[config.mk]
export PLATFORM = sky130hd
export DESIGN_NAME = charger_fault_thermal_fsm
export DESIGN_NICKNAME = d
export VERILOG_FILES = /design/src/charger_pkg.sv /design/src/charge_timer_if.sv /design/src/comparator_sync.sv /design/src/charge_timer.sv /design/src/charger_fault_thermal_fsm.sv
export VERILOG_INCLUDE_DIRS = /design/src
export SDC_FILE = /design/constraint.sdc
export NUM_CORES = 1
export LEC_CHECK = 0
export ABC_AREA = 0
export BUFFER_PORTS_ARGS = -buffer_cell sky130_fd_sc_hd__buf_2
export CAP_MARGIN = 30
export CORE_UTILIZATION = 58
export CTS_CLUSTER_DIAMETER = 60
export DETAILED_ROUTE_END_ITERATION = 12
export HOLD_SLACK_MARGIN = 0.12
export PLACE_DENSITY = 0.86
export SLEW_MARGIN = 20
export SYNTH_ARGS = -nofsm -noshare
export SYNTH_HDL_FRONTEND = slang
export SYNTH_SLANG_ARGS = --single-unit
[constraint.sdc]
create_clock -name clk_i -period 4.44 [get_ports clk_i]
set_input_delay 0.444 -clock clk_i [delete_from_list [all_inputs] [get_ports clk_i]]
set_output_delay 0.444 -clock clk_i [all_outputs]
set_load 0.1 [all_outputs]
[src/charger_defines.svh]
// constants for the charger fault and thermal controller
`ifndef CHARGER_DEFINES_SVH
`define CHARGER_DEFINES_SVH

// ------------------------------------------------------------
// register byte offsets
// ------------------------------------------------------------
`define CTRL_ADDR 8'h00
`define THRESH_ADDR 8'h04
`define TARGET_ADDR 8'h08
`define ALT_ADDR 8'h0C
`define STATUS_ADDR 8'h10
`define IRQ_FLAG_ADDR 8'h14
`define IRQ_MASK_ADDR 8'h18

// ------------------------------------------------------------
// reset values
// ------------------------------------------------------------
`define CTRL_RESET 7'h00
`define THRESH_RESET 8'h00
`define CV_RESET 6'h00
`define SYS_RESET 6'h3F
`define CC_RESET 6'h00

// ------------------------------------------------------------
// status field codes
// ------------------------------------------------------------
`define ST_OFF 4'h0
`define ST_PREQ 4'h1
`define ST_CC 4'h2
`define ST_CV 4'h3
`define ST_TOPOFF 4'h4
`define ST_DONE 4'h5
`define ST_ALT_CC 4'h6
`define ST_ALT_CV 4'h7
`define ST_ALT_TOPOFF 4'h8
`define ST_PQ_FAULT 4'h9
`define ST_FC_FAULT 4'hA
`define ST_TEMP_FAULT 4'hB
`define ZONE_OFF 3'h0
`define ZONE_COLD 3'h1
`define ZONE_COOL 3'h2
`define ZONE_NORMAL 3'h3
`define ZONE_WARM 3'h4
`define ZONE_HOT 3'h5

// ------------------------------------------------------------
// interrupt flag positions
// ------------------------------------------------------------
`define IRQ_CHG_BIT 0
`define IRQ_THM_BIT 1
`define IRQ_SYS_BIT 2

// ------------------------------------------------------------
// timing and voltage figures
// ------------------------------------------------------------
`define CLK_HZ 200000000
`define TICK_S 1
`define TICK_CYCLES (`CLK_HZ * `TICK_S)
`define PQ_TIME_MIN 30
`define PQ_TIME_S (`PQ_TIME_MIN * 60)
`define FC_STEP_H 2
`define FC_BASE_H 1
`define TOPOFF_STEP_MIN 5
`define CV_STEP_MV 25
`define SYS_MARGIN_MV 200
`define SYS_MARGIN_CODES 7'(`SYS_MARGIN_MV / `CV_STEP_MV)
`define SYNC_W 16

`endif

[src/charger_pkg.sv]
// types for the charger fault and thermal controller
package charger_pkg;

  typedef enum logic [3:0] {
    S_OFF = 4'b0000,
    S_PREQ = 4'b0001,
    S_CC = 4'b0010,
    S_CV = 4'b0011,
    S_TOPOFF = 4'b0100,
    S_DONE = 4'b0101,
    S_PQ_FAULT = 4'b0110,
    S_FC_FAULT = 4'b0111,
    S_TEMP_FAULT = 4'b1000
  } chg_state_t;

  typedef struct packed {
    logic [15:0] s1;
    logic [15:0] s2;
  } sync_state_t;

  typedef struct packed {
    logic [27:0] pre;
    logic [14:0] sec;
  } timer_state_t;

  typedef struct packed {
    chg_state_t state;
    chg_state_t saved;
    logic charge_enable_bit;
    logic thermistor_monitor_enable;
    logic [1:0] fc_timer_sel;
    logic [2:0] topoff_sel;
    logic [1:0] hot_threshold_sel;
    logic [1:0] warm_threshold_sel;
    logic [1:0] cool_threshold_sel;
    logic [1:0] cold_threshold_sel;
    logic [5:0] cv_voltage_setting;
    logic [5:0] sys_voltage_setting;
    logic [5:0] cc_current_setting;
    logic [5:0] alt_cc_current_setting;
    logic [5:0] alt_cv_voltage_setting;
    logic [3:0] charger_state_status;
    logic [2:0] temperature_zone_status;
    logic [2:0] irq_flags;
    logic [2:0] irq_mask;
    logic irq;
    logic ack;
    logic [31:0] dat;
    logic charge_on;
    logic batt_connect;
    logic [5:0] current_target;
    logic [5:0] voltage_target;
  } main_state_t;

endpackage

[src/charge_timer_if.sv]
// control and count between state machine and charge timer
`timescale 1ns/1ps
`default_nettype none

interface charge_timer_if;
  logic clear;
  logic run;
  logic [14:0] seconds;
  modport ctrl (output clear, output run, input seconds);
  modport timer (input clear, input run, output seconds);
endinterface

`default_nettype wire

[src/comparator_sync.sv]
// two-stage synchroniser for comparator outputs
`timescale 1ns/1ps
`default_nettype none
`include "charger_defines.svh"

module comparator_sync
  import charger_pkg::*;
(
  input wire logic clk_i,
  input wire logic rst_i,
  input wire logic [`SYNC_W-1:0] async_i,
  output logic [`SYNC_W-1:0] sync_o
);
  sync_state_t st_reg;
  sync_state_t st_next;

  always_comb begin
    st_next = st_reg;
    st_next.s1 = async_i;
    st_next.s2 = st_reg.s1;
  end

  always_ff @(posedge clk_i) begin
    if (rst_i) begin
      st_reg <= '0;
    end else begin
      st_reg <= st_next;
    end
  end

  assign sync_o = st_reg.s2;
endmodule

`default_nettype wire

[src/charge_timer.sv]
// seconds counter shared by the charge timers, freezable
`timescale 1ns/1ps
`default_nettype none
`include "charger_defines.svh"

module charge_timer
  import charger_pkg::*;
#(
  parameter logic [27:0] TICK_CYCLES = 28'(`TICK_CYCLES)
) (
  input wire logic clk_i,
  input wire logic rst_i,
  charge_timer_if.timer tmr
);
  timer_state_t st_reg;
  timer_state_t st_next;

  always_comb begin
    st_next = st_reg;
    if (tmr.clear) begin
      st_next.pre = '0;
      st_next.sec = '0;
    end else if (tmr.run) begin
      if (st_reg.pre == TICK_CYCLES - 28'h0000001) begin
        st_next.pre = '0;
        if (st_reg.sec != 15'h7FFF) begin
          st_next.sec = st_reg.sec + 15'h0001;
        end
      end else begin
        st_next.pre = st_reg.pre + 28'h0000001;
      end
    end
  end

  always_ff @(posedge clk_i) begin
    if (rst_i) begin
      st_reg <= '0;
    end else begin
      st_reg <= st_next;
    end
  end

  assign tmr.seconds = st_reg.sec;
endmodule

`default_nettype wire

[src/charger_fault_thermal_fsm.sv]
// charger state machine with timer faults, temperature faults and modified states
// ------------------------------------------------------------
// Overview of operation
// prequal over 30 minutes enters timer fault
// faults stop current, battery disconnected
// timer faults left only via enable or input
// fast-charge timer expiry enters timer fault
// hot or cold enters temperature fault
// temperature fault has priority, exits when cleared
// resume previous state after temperature fault
// timers frozen during temperature fault
// warm or cool enters modified states
// modified states use alternate targets
// leave modified states when normal or disabled
// normal band uses normal targets
// zone status field, interrupt on change
// enforce system margin, lower cv, interrupt
// software programs four threshold codes
// classify temperature continuously when enabled
// state status field, interrupt on change
// enable low holds charger off
// synchronise comparators before use
// ------------------------------------------------------------
//
// The address map and the Wishbone interface to the registers were chosen for this implementation.
`timescale 1ns/1ps
`default_nettype none
`include "charger_defines.svh"

module charger_fault_thermal_fsm
  import charger_pkg::*;
#(
  parameter logic [27:0] TICK_CYCLES = 28'(`TICK_CYCLES)
) (
  input wire logic clk_i,
  input wire logic rst_i,
  input wire logic wb_cyc_i,
  input wire logic wb_stb_i,
  input wire logic wb_we_i,
  input wire logic [7:0] wb_adr_i,
  input wire logic [3:0] wb_sel_i,
  input wire logic [31:0] wb_dat_i,
  output logic [31:0] wb_dat_o,
  output logic wb_ack_o,
  input wire logic chgin_valid_i,
  input wire logic batt_above_pq_i,
  input wire logic batt_at_cv_i,
  input wire logic batt_below_iterm_i,
  input wire logic batt_restart_i,
  input wire logic [3:0] hot_threshold_sel_cmp_i,
  input wire logic [3:0] warm_threshold_sel_cmp_i,
  input wire logic [3:0] cool_threshold_sel_cmp_i,
  input wire logic [3:0] cold_threshold_sel_cmp_i,
  output logic charge_on_o,
  output logic batt_connect_o,
  output logic [5:0] current_target_o,
  output logic [5:0] voltage_target_o,
  output logic irq_o
);
  // ------------------------------------------------------------
  // comparator synchronisation and timer
  // ------------------------------------------------------------
  logic [`SYNC_W-1:0] cmp_sync;
  charge_timer_if tmr ();

  comparator_sync u_sync (
    .clk_i(clk_i),
    .rst_i(rst_i),
    .async_i({cold_threshold_sel_cmp_i, cool_threshold_sel_cmp_i, warm_threshold_sel_cmp_i, hot_threshold_sel_cmp_i}),
    .sync_o(cmp_sync)
  );

  charge_timer #(.TICK_CYCLES(TICK_CYCLES)) u_timer (
    .clk_i(clk_i),
    .rst_i(rst_i),
    .tmr(tmr)
  );

  main_state_t st_reg;
  main_state_t st_next;

  // ------------------------------------------------------------
  // temperature classification
  // ------------------------------------------------------------
  logic hot_hit;
  logic warm_hit;
  logic cool_hit;
  logic cold_hit;
  logic temp_fault;
  logic alt_mode;
  logic [2:0] zone;

  always_comb begin
    hot_hit = cmp_sync[st_reg.hot_threshold_sel];
    warm_hit = cmp_sync[4 + 32'(st_reg.warm_threshold_sel)];
    cool_hit = cmp_sync[8 + 32'(st_reg.cool_threshold_sel)];
    cold_hit = cmp_sync[12 + 32'(st_reg.cold_threshold_sel)];

    // extremes fault, mild bands modify targets
    temp_fault = st_reg.thermistor_monitor_enable && (hot_hit || cold_hit);
    alt_mode = st_reg.thermistor_monitor_enable && (warm_hit || cool_hit);

    // zone code, extremes ahead of mild bands
    if (!st_reg.thermistor_monitor_enable) begin
      zone = `ZONE_OFF;
    end else if (cold_hit) begin
      zone = `ZONE_COLD;
    end else if (hot_hit) begin
      zone = `ZONE_HOT;
    end else if (cool_hit) begin
      zone = `ZONE_COOL;
    end else if (warm_hit) begin
      zone = `ZONE_WARM;
    end else begin
      zone = `ZONE_NORMAL;
    end
  end

  // ------------------------------------------------------------
  // timer limits
  // ------------------------------------------------------------
  logic fc_expired;
  logic pq_expired;
  logic to_expired;
  logic [14:0] fc_limit;
  logic [14:0] to_limit;

  always_comb begin
    fc_limit = 15'((`FC_BASE_H + `FC_STEP_H * 32'(st_reg.fc_timer_sel)) * 3600);
    to_limit = 15'(`TOPOFF_STEP_MIN * 60 * 32'(st_reg.topoff_sel));

    // expiry flags, fast timer off at code 0
    fc_expired = (st_reg.fc_timer_sel != 2'h0) && (tmr.seconds >= fc_limit);
    pq_expired = tmr.seconds >= 15'(`PQ_TIME_S);
    to_expired = tmr.seconds >= to_limit;
  end

  // ------------------------------------------------------------
  // state machine, registers and bus
  // ------------------------------------------------------------
  logic wr;
  logic rd_cycle;
  logic [31:0] rdata;
  logic [2:0] irq_set;
  logic [2:0] irq_clr;
  logic [6:0] sys_ext;
  logic [6:0] cv_ext;
  logic [3:0] status;

  always_comb begin
    st_next = st_reg;
    tmr.clear = 1'b0;
    irq_set = 3'h0;
    irq_clr = 3'h0;
    // one-cycle ack, not re-taken while it stands
    rd_cycle = wb_cyc_i && wb_stb_i && !st_reg.ack;
    wr = rd_cycle && wb_we_i;
    st_next.ack = rd_cycle;

    // register writes
    if (wr && wb_sel_i[0]) begin
      case (wb_adr_i)
        `CTRL_ADDR: begin
          st_next.charge_enable_bit = wb_dat_i[0];
          st_next.thermistor_monitor_enable = wb_dat_i[1];
          st_next.fc_timer_sel = wb_dat_i[3:2];
          st_next.topoff_sel = wb_dat_i[6:4];
        end
        `THRESH_ADDR: begin
          st_next.hot_threshold_sel = wb_dat_i[1:0];
          st_next.warm_threshold_sel = wb_dat_i[3:2];
          st_next.cool_threshold_sel = wb_dat_i[5:4];
          st_next.cold_threshold_sel = wb_dat_i[7:6];
        end
        `TARGET_ADDR: st_next.cv_voltage_setting = wb_dat_i[5:0];
        `ALT_ADDR: st_next.alt_cc_current_setting = wb_dat_i[5:0];
        `IRQ_FLAG_ADDR: irq_clr = wb_dat_i[2:0];
        `IRQ_MASK_ADDR: st_next.irq_mask = wb_dat_i[2:0];
        default: begin
        end
      endcase
    end
    if (wr && wb_sel_i[1]) begin
      case (wb_adr_i)
        `TARGET_ADDR: st_next.sys_voltage_setting = wb_dat_i[13:8];
        `ALT_ADDR: st_next.alt_cv_voltage_setting = wb_dat_i[13:8];
        default: begin
        end
      endcase
    end
    if (wr && wb_sel_i[2] && wb_adr_i == `TARGET_ADDR) begin
      st_next.cc_current_setting = wb_dat_i[21:16];
    end

    // system voltage margin check
    sys_ext = {1'b0, st_next.sys_voltage_setting};
    cv_ext = {1'b0, st_next.cv_voltage_setting};
    if (cv_ext + `SYS_MARGIN_CODES > sys_ext) begin
      st_next.cv_voltage_setting = (sys_ext >= `SYS_MARGIN_CODES) ?
        6'(sys_ext - `SYS_MARGIN_CODES) : 6'h00;
      irq_set[`IRQ_SYS_BIT] = 1'b1;
    end

    // charger state transitions
    if (!st_reg.charge_enable_bit || !chgin_valid_i) begin
      st_next.state = S_OFF;
    end else if (temp_fault && st_reg.state != S_TEMP_FAULT && st_reg.state != S_OFF) begin
      st_next.saved = st_reg.state;
      st_next.state = S_TEMP_FAULT;
    end else begin
      // normal charge progression
      case (st_reg.state)
        S_OFF: begin
          tmr.clear = 1'b1;
          st_next.state = batt_above_pq_i ? S_CC : S_PREQ;
        end
        S_PREQ: begin
          if (batt_above_pq_i) begin
            tmr.clear = 1'b1;
            st_next.state = S_CC;
          end else if (pq_expired) begin
            st_next.state = S_PQ_FAULT;
          end
        end
        S_CC: begin
          if (fc_expired) begin
            st_next.state = S_FC_FAULT;
          end else if (batt_at_cv_i) begin
            st_next.state = S_CV;
          end
        end
        S_CV: begin
          if (fc_expired) begin
            st_next.state = S_FC_FAULT;
          end else if (batt_below_iterm_i) begin
            tmr.clear = 1'b1;
            st_next.state = S_TOPOFF;
          end
        end
        S_TOPOFF: begin
          if (to_expired) begin
            st_next.state = S_DONE;
          end
        end
        S_DONE: begin
          if (batt_restart_i) begin
            tmr.clear = 1'b1;
            st_next.state = S_CC;
          end
        end
        // timer faults hold until enable or input drops
        S_PQ_FAULT: st_next.state = S_PQ_FAULT;
        S_FC_FAULT: st_next.state = S_FC_FAULT;
        S_TEMP_FAULT: begin
          if (!temp_fault) begin
            st_next.state = st_reg.saved;
          end
        end
        default: st_next.state = S_OFF;
      endcase
    end

    // timers count only in charging states, so they hold in the fault
    tmr.run = (st_reg.state == S_PREQ) || (st_reg.state == S_CC) ||
      (st_reg.state == S_CV) || (st_reg.state == S_TOPOFF);

    // reported state
    case (st_next.state)
      S_OFF: status = `ST_OFF;
      S_PREQ: status = `ST_PREQ;
      S_CC: status = alt_mode ? `ST_ALT_CC : `ST_CC;
      S_CV: status = alt_mode ? `ST_ALT_CV : `ST_CV;
      S_TOPOFF: status = alt_mode ? `ST_ALT_TOPOFF : `ST_TOPOFF;
      S_DONE: status = `ST_DONE;
      S_PQ_FAULT: status = `ST_PQ_FAULT;
      S_FC_FAULT: status = `ST_FC_FAULT;
      S_TEMP_FAULT: status = `ST_TEMP_FAULT;
      default: status = `ST_OFF;
    endcase
    st_next.charger_state_status = status;
    if (status != st_reg.charger_state_status) begin
      irq_set[`IRQ_CHG_BIT] = 1'b1;
    end
    st_next.temperature_zone_status = zone;
    if (zone != st_reg.temperature_zone_status) begin
      irq_set[`IRQ_THM_BIT] = 1'b1;
    end

    // set wins over a clear in the same cycle
    st_next.irq_flags = (st_reg.irq_flags & ~irq_clr) | irq_set;
    st_next.irq = |(st_next.irq_flags & st_next.irq_mask);

    // charge outputs
    st_next.charge_on = (st_next.state == S_PREQ) || (st_next.state == S_CC) ||
      (st_next.state == S_CV) || (st_next.state == S_TOPOFF);
    st_next.batt_connect = st_next.charge_on ||
      (st_next.state == S_OFF && !chgin_valid_i);
    st_next.current_target = alt_mode ? st_next.alt_cc_current_setting :
      st_next.cc_current_setting;
    st_next.voltage_target = alt_mode ? st_next.alt_cv_voltage_setting :
      st_next.cv_voltage_setting;

    // read data
    case (wb_adr_i)
      `CTRL_ADDR: rdata = {25'h0, st_reg.topoff_sel, st_reg.fc_timer_sel,
        st_reg.thermistor_monitor_enable, st_reg.charge_enable_bit};
      `THRESH_ADDR: rdata = {24'h0, st_reg.cold_threshold_sel, st_reg.cool_threshold_sel,
        st_reg.warm_threshold_sel, st_reg.hot_threshold_sel};
      `TARGET_ADDR: rdata = {10'h0, st_reg.cc_current_setting, 2'h0,
        st_reg.sys_voltage_setting, 2'h0, st_reg.cv_voltage_setting};
      `ALT_ADDR: rdata = {18'h0, st_reg.alt_cv_voltage_setting, 2'h0,
        st_reg.alt_cc_current_setting};
      `STATUS_ADDR: rdata = {25'h0, st_reg.temperature_zone_status,
        st_reg.charger_state_status};
      `IRQ_FLAG_ADDR: rdata = {29'h0, st_reg.irq_flags};
      `IRQ_MASK_ADDR: rdata = {29'h0, st_reg.irq_mask};
      default: rdata = 32'h00000000;
    endcase
    st_next.dat = (rd_cycle && !wb_we_i) ? rdata : 32'h00000000;
  end

  always_ff @(posedge clk_i) begin
    if (rst_i) begin
      st_reg <= '0;
      st_reg.state <= S_OFF;
      st_reg.saved <= S_OFF;
      st_reg.sys_voltage_setting <= `SYS_RESET;
      st_reg.temperature_zone_status <= `ZONE_OFF;
    end else begin
      st_reg <= st_next;
    end
  end

  assign wb_dat_o = st_reg.dat;
  assign wb_ack_o = st_reg.ack;

  assign charge_on_o = st_reg.charge_on;
  assign batt_connect_o = st_reg.batt_connect;
  assign current_target_o = st_reg.current_target;
  assign voltage_target_o = st_reg.voltage_target;
  assign irq_o = st_reg.irq;
endmodule

`default_nettype wire

==> results of run 1 <==
-- metal layers --
layer,GRT usage (%),vias up
li1,-,3262
met1,34.3,3091
met2,39.7,257
met3,7.02,40
met4,9.53,0
met5,0,-
-- power breakdown --
group	total (uW)	internal, uW	switching, uW
sequential	1600	1600	3.64
clock	1540	864	675
combinational	146	40.0	106
total	3290	2500	784
-- cells by family (layout without fill, tap and decap cells) --
kind of cell	Yosys count	count (layout)	share of synthesized area, %
mux	57	57	7.49
buf+inv	99	160	6.58
xor+xnor	49	49	5.13
flops	177	177	42.4
compound gates	126	126	10.2
simple gates	369	369	22.3
other cells	1	12	0.0448
fa+ha+maj	39	39	5.92
-- worst reg2reg max path, cell delays in order (launching register included) --
cell       delay, ns
dfxtp_1         0.47
ha_1            0.28
ha_1            0.23
fa_1            0.40
a21o_1          0.19
nand2_1         0.08
xor2_1          0.15
ha_1            0.27
nand3_1         0.11
nor2_1          0.05
nand4_1         0.08
a2bb2oi_1       0.27
nand3_1         0.29
a21o_1          0.26
a211o_2         0.35
xnor2_1         0.14
and4_4          0.18
o31ai_2         0.24
-- final cells by class --
| cell class | instances | share of cell area, % |
|---|---|---|
| Tap cell | 180 | 2.40 |
| Inverter | 22 | 0.881 |
| Multi-Input combinational cell | 652 | 46.1 |
| Clock inverter | 14 | 1.80 |
| Clock buffer | 18 | 4.69 |
| Sequential cell | 177 | 37.8 |
| Timing Repair Buffer | 106 | 6.25 |
-- worst paths after layout --
check | end | slack, ns | cells after the start
worst max register to register | irq_o | 0.31 | 17
worst min-delay path | u_sync.st_next[10] | 0.21 | 2
worst max-delay path | irq_o | 0.31 | 17
worst min register to register | u_sync.sync_o[7] | 0.43 | 1
-- placed cells by master, fill, tap and decap left out, types with 7 or more instances in the layout --
cell type	n
nor3_1	17
nand2_1	65
inv_1	22
and2_1	8
a21oi_1	32
buf_2	92
ha_1	38
nand2b_1	9
nand4_1	18
nor2b_1	35
buf_4	13
mux2i_1	48
a22oi_1	20
nand3_1	28
a21o_1	7
xor2_1	33
or3_1	8
and3_1	22
nor2_1	124
conb_1	12
a31oi_1	14
xnor2_1	16
dfxtp_1	175
clkbuf_16	17
o21ai_0	15
-- metrics by stage --
stage / hold WS (ns) / power (uW) / util [%] / setup WS (ns)
after global routing: 0.209 / 3380 / 67.0 / 0.0179
after CTS: 0.200 / 3300 / 66.8 / 0.298
after global placement: 0.422 / 1780 / 62.4 / 0.189
after floorplan: 0.414 / 1740 / - / 0.435
final: 0.209 / 3290 / 67.0 / 0.310
after detailed placement: 0.423 / 1780 / 62.4 / 0.140
-- repair_timing --
action,CTS,global route
gates resized for setup,0,4
hold buffers,0,0
endpoints found under the setup margin,0,1
endpoints found under the hold margin,0,0
buffers inserted,0,0
==> flow_summary.json, run 1 <==
{
  "die_w_um": 122,
  "track_usage_pct": 25.7,
  "post_synth.cell_area_avg_um2": 9.12,
  "setup_viol": 0,
  "cp_data_arrival_time_ns": 4.48,
  "max_freq_ghz": 0.242,
  "fin_skew_ns": 0.0150,
  "start_util_pct": 59.8,
  "root_buffer": "clkbuf_16",
  "drive_gt1_share_pct": 17.2,
  "wl_met3_um": 1340,
  "end_kind": "flop",
  "die_h_um": 122,
  "vias": 6650,
  "placedCellCount": 1136,
  "crit_buf_inv": 0,
  "die-area_um2": 14900,
  "multi_input_area_um2": 4330,
  "grt_pass1_wl_um": 29600,
  "critPathSlowestCell": "dfxtp_1",
  "rsz0062_at_grt": "no",
  "clk_pin_slew_ns": 0.07,
  "crit_top_cell": "ha_1",
  "maxCapViolCount": 0,
  "power_density_nw_per_um2": 351,
  "syn_area_um2": 8370,
  "syn_inst": 917,
  "ys_types": 65,
  "overflow": 0,
  "htree_num_levels": 4,
  "cp_data_required_time_ns": 4.79,
  "slew_violations": 0,
  "fin_setup_tns_ns": 0,
  "cpLargestDelayFamily": "compound AO/OA/AOI/OAI gates",
  "synth_edf_count": 0,
  "clock_latency_ns": 0.44,
  "top_layer": "met4",
  "cts_sinks": 177,
  "worst_pin_slew_ns": 0.931,
  "seqCellArea_um2": 3550,
  "synth-main-ff-cell": "dfxtp_1",
  "fill_cells": 1089,
  "grt_pass1_vias": 6144,
  "cts_tree": "done",
  "max_stage_delay_ns": 0.47,
  "startpoint_type": "flop",
  "leakagePower_uw": 0.00401,
  "synth_top_area_share_pct": 42.4,
  "worstSetupPathType": "flop to flop",
  "synthTopCellsByArea": "dfxtp_1 (42%), mux2i_1 (5.7%), ha_1 (5.7%)",
  "hold_violations": 0,
  "rows": 43,
  "fin_crit_sh_pct": 93.0,
  "drc": 0,
  "finalWirelength_um": 18500,
  "antenna_cells": 0,
  "clockBufferDepth": 2,
  "peakVddDrop_mv": 0.297,
  "async_flop_share_pct": 0,
  "placed_area_um2": 8730,
  "grt_max_degree": 97,
  "viasPerCell": 5.69,
  "yosysMostFrequentCell": "dfxtp_1",
  "crit_start": "st_reg[100]",
  "crit_fanout": 6,
  "hp-start": "cool_threshold_sel_cmp_i[2]",
  "synth.ff_latch_count": 177,
  "place.port_buffers": 92,
  "largest_reg_flops": 66,
  "drtPass1Iterations": 5,
  "stdcell_area_um2": 9370,
  "path_cells": "ha_1 > ha_1 > fa_1 > a21o_1 > nand2_1 > xor2_1 > ha_1 > nand3_1 > nor2_1 > nand4_1 > a2bb2oi_1 > nand3_1 > a21o_1 > a211o_2 > xnor2_1 > and4_4 > o31ai_2",
  "cts_made_buffers": 17,
  "core_area_um2": 14000,
  "ys_seq_area_share_pct": 42.4,
  "gp_congestion": 0.889,
  "min_period_ns": 4.13,
  "ant_nets": 0,
  "synth_common_cells": "dfxtp_1 (177), nor2_1 (124), nand2_1 (65), mux2i_1 (48), buf_4 (45)",
  "area_delta_synth_final_pct": 12.0,
  "met1_length_um": 8470,
  "yosys_warnings": 0,
  "min_path_type": "input pin to flop",
  "outcome": "completed",
  "layout.nets": 1085,
  "final_cells": 1169,
  "met2_length_um": 8350,
  "ioPinCount": 118,
  "dp_hpwl_um": 13100,
  "rr_startpoint": "st_reg[100]",
  "wire_per_inst_um": 15.8,
  "relSlewSlack_pct": 37.5,
  "grt_antenna_before_repair": 0,
  "synth.largest_area_cell": "dfxtp_1",
  "first_iter_violations": 632
}
No activity file was read; power rests on OpenSTA's default activity.
==> inputs of run 2 (changes only) <==
--- a/config.mk
+++ b/config.mk
@@ -9,11 +9,10 @@
 export ABC_AREA = 0
 export BUFFER_PORTS_ARGS = -buffer_cell sky130_fd_sc_hd__buf_2
 export CAP_MARGIN = 30
-export CORE_UTILIZATION = 58
+export CORE_UTILIZATION = 30
 export CTS_CLUSTER_DIAMETER = 60
 export DETAILED_ROUTE_END_ITERATION = 12
 export HOLD_SLACK_MARGIN = 0.12
-export PLACE_DENSITY = 0.86
 export SLEW_MARGIN = 20
 export SYNTH_ARGS = -nofsm -noshare
 export SYNTH_HDL_FRONTEND = slang
==> constraint.sdc (replaced) <==
create_clock -name clk_i -period 5.2 [get_ports clk_i]
set_input_delay 0.52 -clock clk_i [delete_from_list [all_inputs] [get_ports clk_i]]
set_output_delay 0.52 -clock clk_i [all_outputs]
set_load 0.1 [all_outputs]
==> run 2 against run 1 <==
Effect of this change:
- flip-flop and latch count stayed put
- count of clock-buffer cells in the layout is 1 lower
- maximum frequency is 1.7% lower
- critical path type unchanged
- final cell count is 16% higher
- clock skew is 0.0022 ns higher
- largest power group unchanged
- setup slack better by 0.69 ns
- routed wire length is 4.2% higher
- critical endpoint unchanged
- via count is 5.4% lower
- die area is 92% higher
==> flow_summary.json, run 2 (same netlist as run 1, synthesis figures left out) <==
{
  "root_buffer": "clkbuf_16",
  "dp_hpwl_um": 14400,
  "cts_made_buffers": 17,
  "worst_pin_slew_ns": 0.887,
  "fin_skew_ns": 0.0172,
  "min_path_type": "input pin to flop",
  "worst_slack_ns": 0.998,
  "overflow": 0,
  "relSlewSlack_pct": 40.4,
  "final_cell_mix": "dfxtp_1 (177), nor2_1 (124), buf_2 (92)",
  "grt_max_degree": 71,
  "worstRegToRegCells": 17,
  "placed_area_um2": 8920,
  "htree_num_levels": 4,
  "outcome": "completed",
  "leakagePower_uw": 0.00394,
  "r2r_end": "irq_o",
  "power_density_nw_per_um2": 287,
  "stdcell_area_um2": 9490,
  "hold_violations": 0,
  "ioPinCount": 118,
  "die-area_um2": 28600,
  "rr_startpoint": "st_reg[100]",
  "first_iter_violations": 373,
  "start_util_pct": 30.8,
  "cts_sinks": 177,
  "layout.nets": 1078,
  "grt_antenna_before_repair": 0,
  "area_delta_synth_final_pct": 13.5,
  "drive_gt1_share_pct": 16.3,
  "ff2ff_setup_slack_ns": 1.0,
  "whs_ns": 0.292,
  "min_period_ns": 4.20,
  "vias": 6288,
  "dp_slack_ns": 0.764,
  "maxCapViolCount": 0,
  "ant_nets": 0,
  "wire_per_inst_um": 14.3,
  "drc": 0,
  "max_stage_delay_ns": 0.49,
  "path_cells": "ha_1 > ha_1 > fa_1 > a21o_1 > nand2_1 > xor2_1 > ha_1 > nand3_1 > nor2_1 > nand4_1 > a2bb2oi_1 > nand3_1 > nor4bb_1 > a211oi_1 > xor2_1 > and4_4 > o31ai_2",
  "cts_resized": 0,
  "grt_pass1_vias": 6078,
  "largest_reg_flops": 66,
  "fill_cells": 2847,
  "place.port_buffers": 92,
  "die_h_um": 169,
  "slew_violations": 0,
  "viasPerCell": 4.64,
  "crit_buf_inv": 0,
  "max_freq_ghz": 0.238,
  "worstSetupPathType": "flop to flop",
  "core_area_um2": 27200,
  "clockBufferDepth": 2,
  "setup_viol": 0,
  "rows": 60,
  "end_kind": "flop",
  "hp-start": "warm_threshold_sel_cmp_i[0]",
  "rsz0062_at_grt": "no",
  "hold-path-endpoint": "u_sync.st_next[4]",
  "cp_data_arrival_time_ns": 4.50,
  "track_usage_pct": 13.9,
  "critPathSlowestCell": "dfxtp_1",
  "clock_latency_ns": 0.44,
  "whs_path_depth": 2,
  "drtPass1Iterations": 5,
  "antenna_cells": 0,
  "finalWirelength_um": 19300,
  "cp_data_required_time_ns": 5.50,
  "final_common_cell": "dfxtp_1",
  "postCtsSetupRepairBufs": 0,
  "cts_hold_repair.buffers": 0,
  "peakVddDrop_mv": 0.149,
  "cts_tree": "done",
  "cpLargestDelayFamily": "adder cells",
  "die_w_um": 169,
  "startpoint_type": "flop",
  "fin_setup_tns_ns": 0,
  "fin_crit_sh_pct": 80.8,
  "clk_pin_slew_ns": 0.08,
  "grt_pass1_wl_um": 31200,
  "crit_top_cell": "ha_1",
  "gp_congestion": 0.853,
  "crit_fanout": 6
}
-- run 2: changes by cell type in the layout (fill, tap and decap cells not counted), sizes merged --
| cell | delta |
|---|---|
| bufinv | -2 |
| buf | -7 |
| inv | +1 |
| clkinvlp | +1 |
| clkbuf | -1 |
| clkinv | +1 |
-- run 2: layout make-up --
class                      instances  area [um^2]  area share (%)
tap                              372          465            4.90
clock inverter                    15          141            1.49
inverter                          22         82.6           0.870
sequential                       177         3540            37.3
multi-input combinational        652         4320            45.5
timing repair buffer              99          513            5.40
clock buffer                      17          425            4.48
-- run 2: power breakdown --
| part | leakage [uW] | switching (uW) | internal [uW] |
|---|---|---|---|
| combinational | 0.00224 | 90.9 | 31.9 |
| sequential | 0.00143 | 2.50 | 1370 |
| clock | 0.000277 | 600 | 636 |
-- run 2: worst register-to-register path: stages (launching register included) --
cell and delay (ns):
dfxtp_1 0.49, ha_1 0.29, ha_1 0.23, fa_1 0.41, a21o_1 0.19, nand2_1 0.08
xor2_1 0.17, ha_1 0.27, nand3_1 0.11, nor2_1 0.05, nand4_1 0.08, a2bb2oi_1 0.31
nand3_1 0.31, nor4bb_1 0.23, a211oi_1 0.35, xor2_1 0.20, and4_4 0.25, o31ai_2 0.06
-- run 2: routing by layer --
| metal | GRT usage, % | wire (um) |
|---|---|---|
| met5 | 0 | 0 |
| met1 | 19.5 | 9900 |
| met2 | 21.1 | 8240 |
| met3 | 3.06 | 926 |
| met4 | 4.31 | 232 |
-- run 2: worst max-delay path by stage --
stage / from / cells after the start / endpoint
floorplan: wb_adr_i[0] / 16 / irq_o
global placement: wb_adr_i[0] / 16 / voltage_target_o[3]
detailed placement: wb_adr_i[0] / 16 / voltage_target_o[3]
CTS: st_reg[100] / 17 / irq_o
global route: st_reg[100] / 17 / irq_o
finish: st_reg[100] / 17 / irq_o
-- run 2: metrics by stage --
step / utilization (%) / total power, uW / cells
after CTS: 34.9 / 2770 / 1354
after detailed placement: 32.8 / 1520 / 1322
final: 34.9 / 2730 / 1354
after floorplan: - / 1490 / 928
after global routing: 34.9 / 2830 / 1354
after global placement: 32.8 / 1520 / 1322
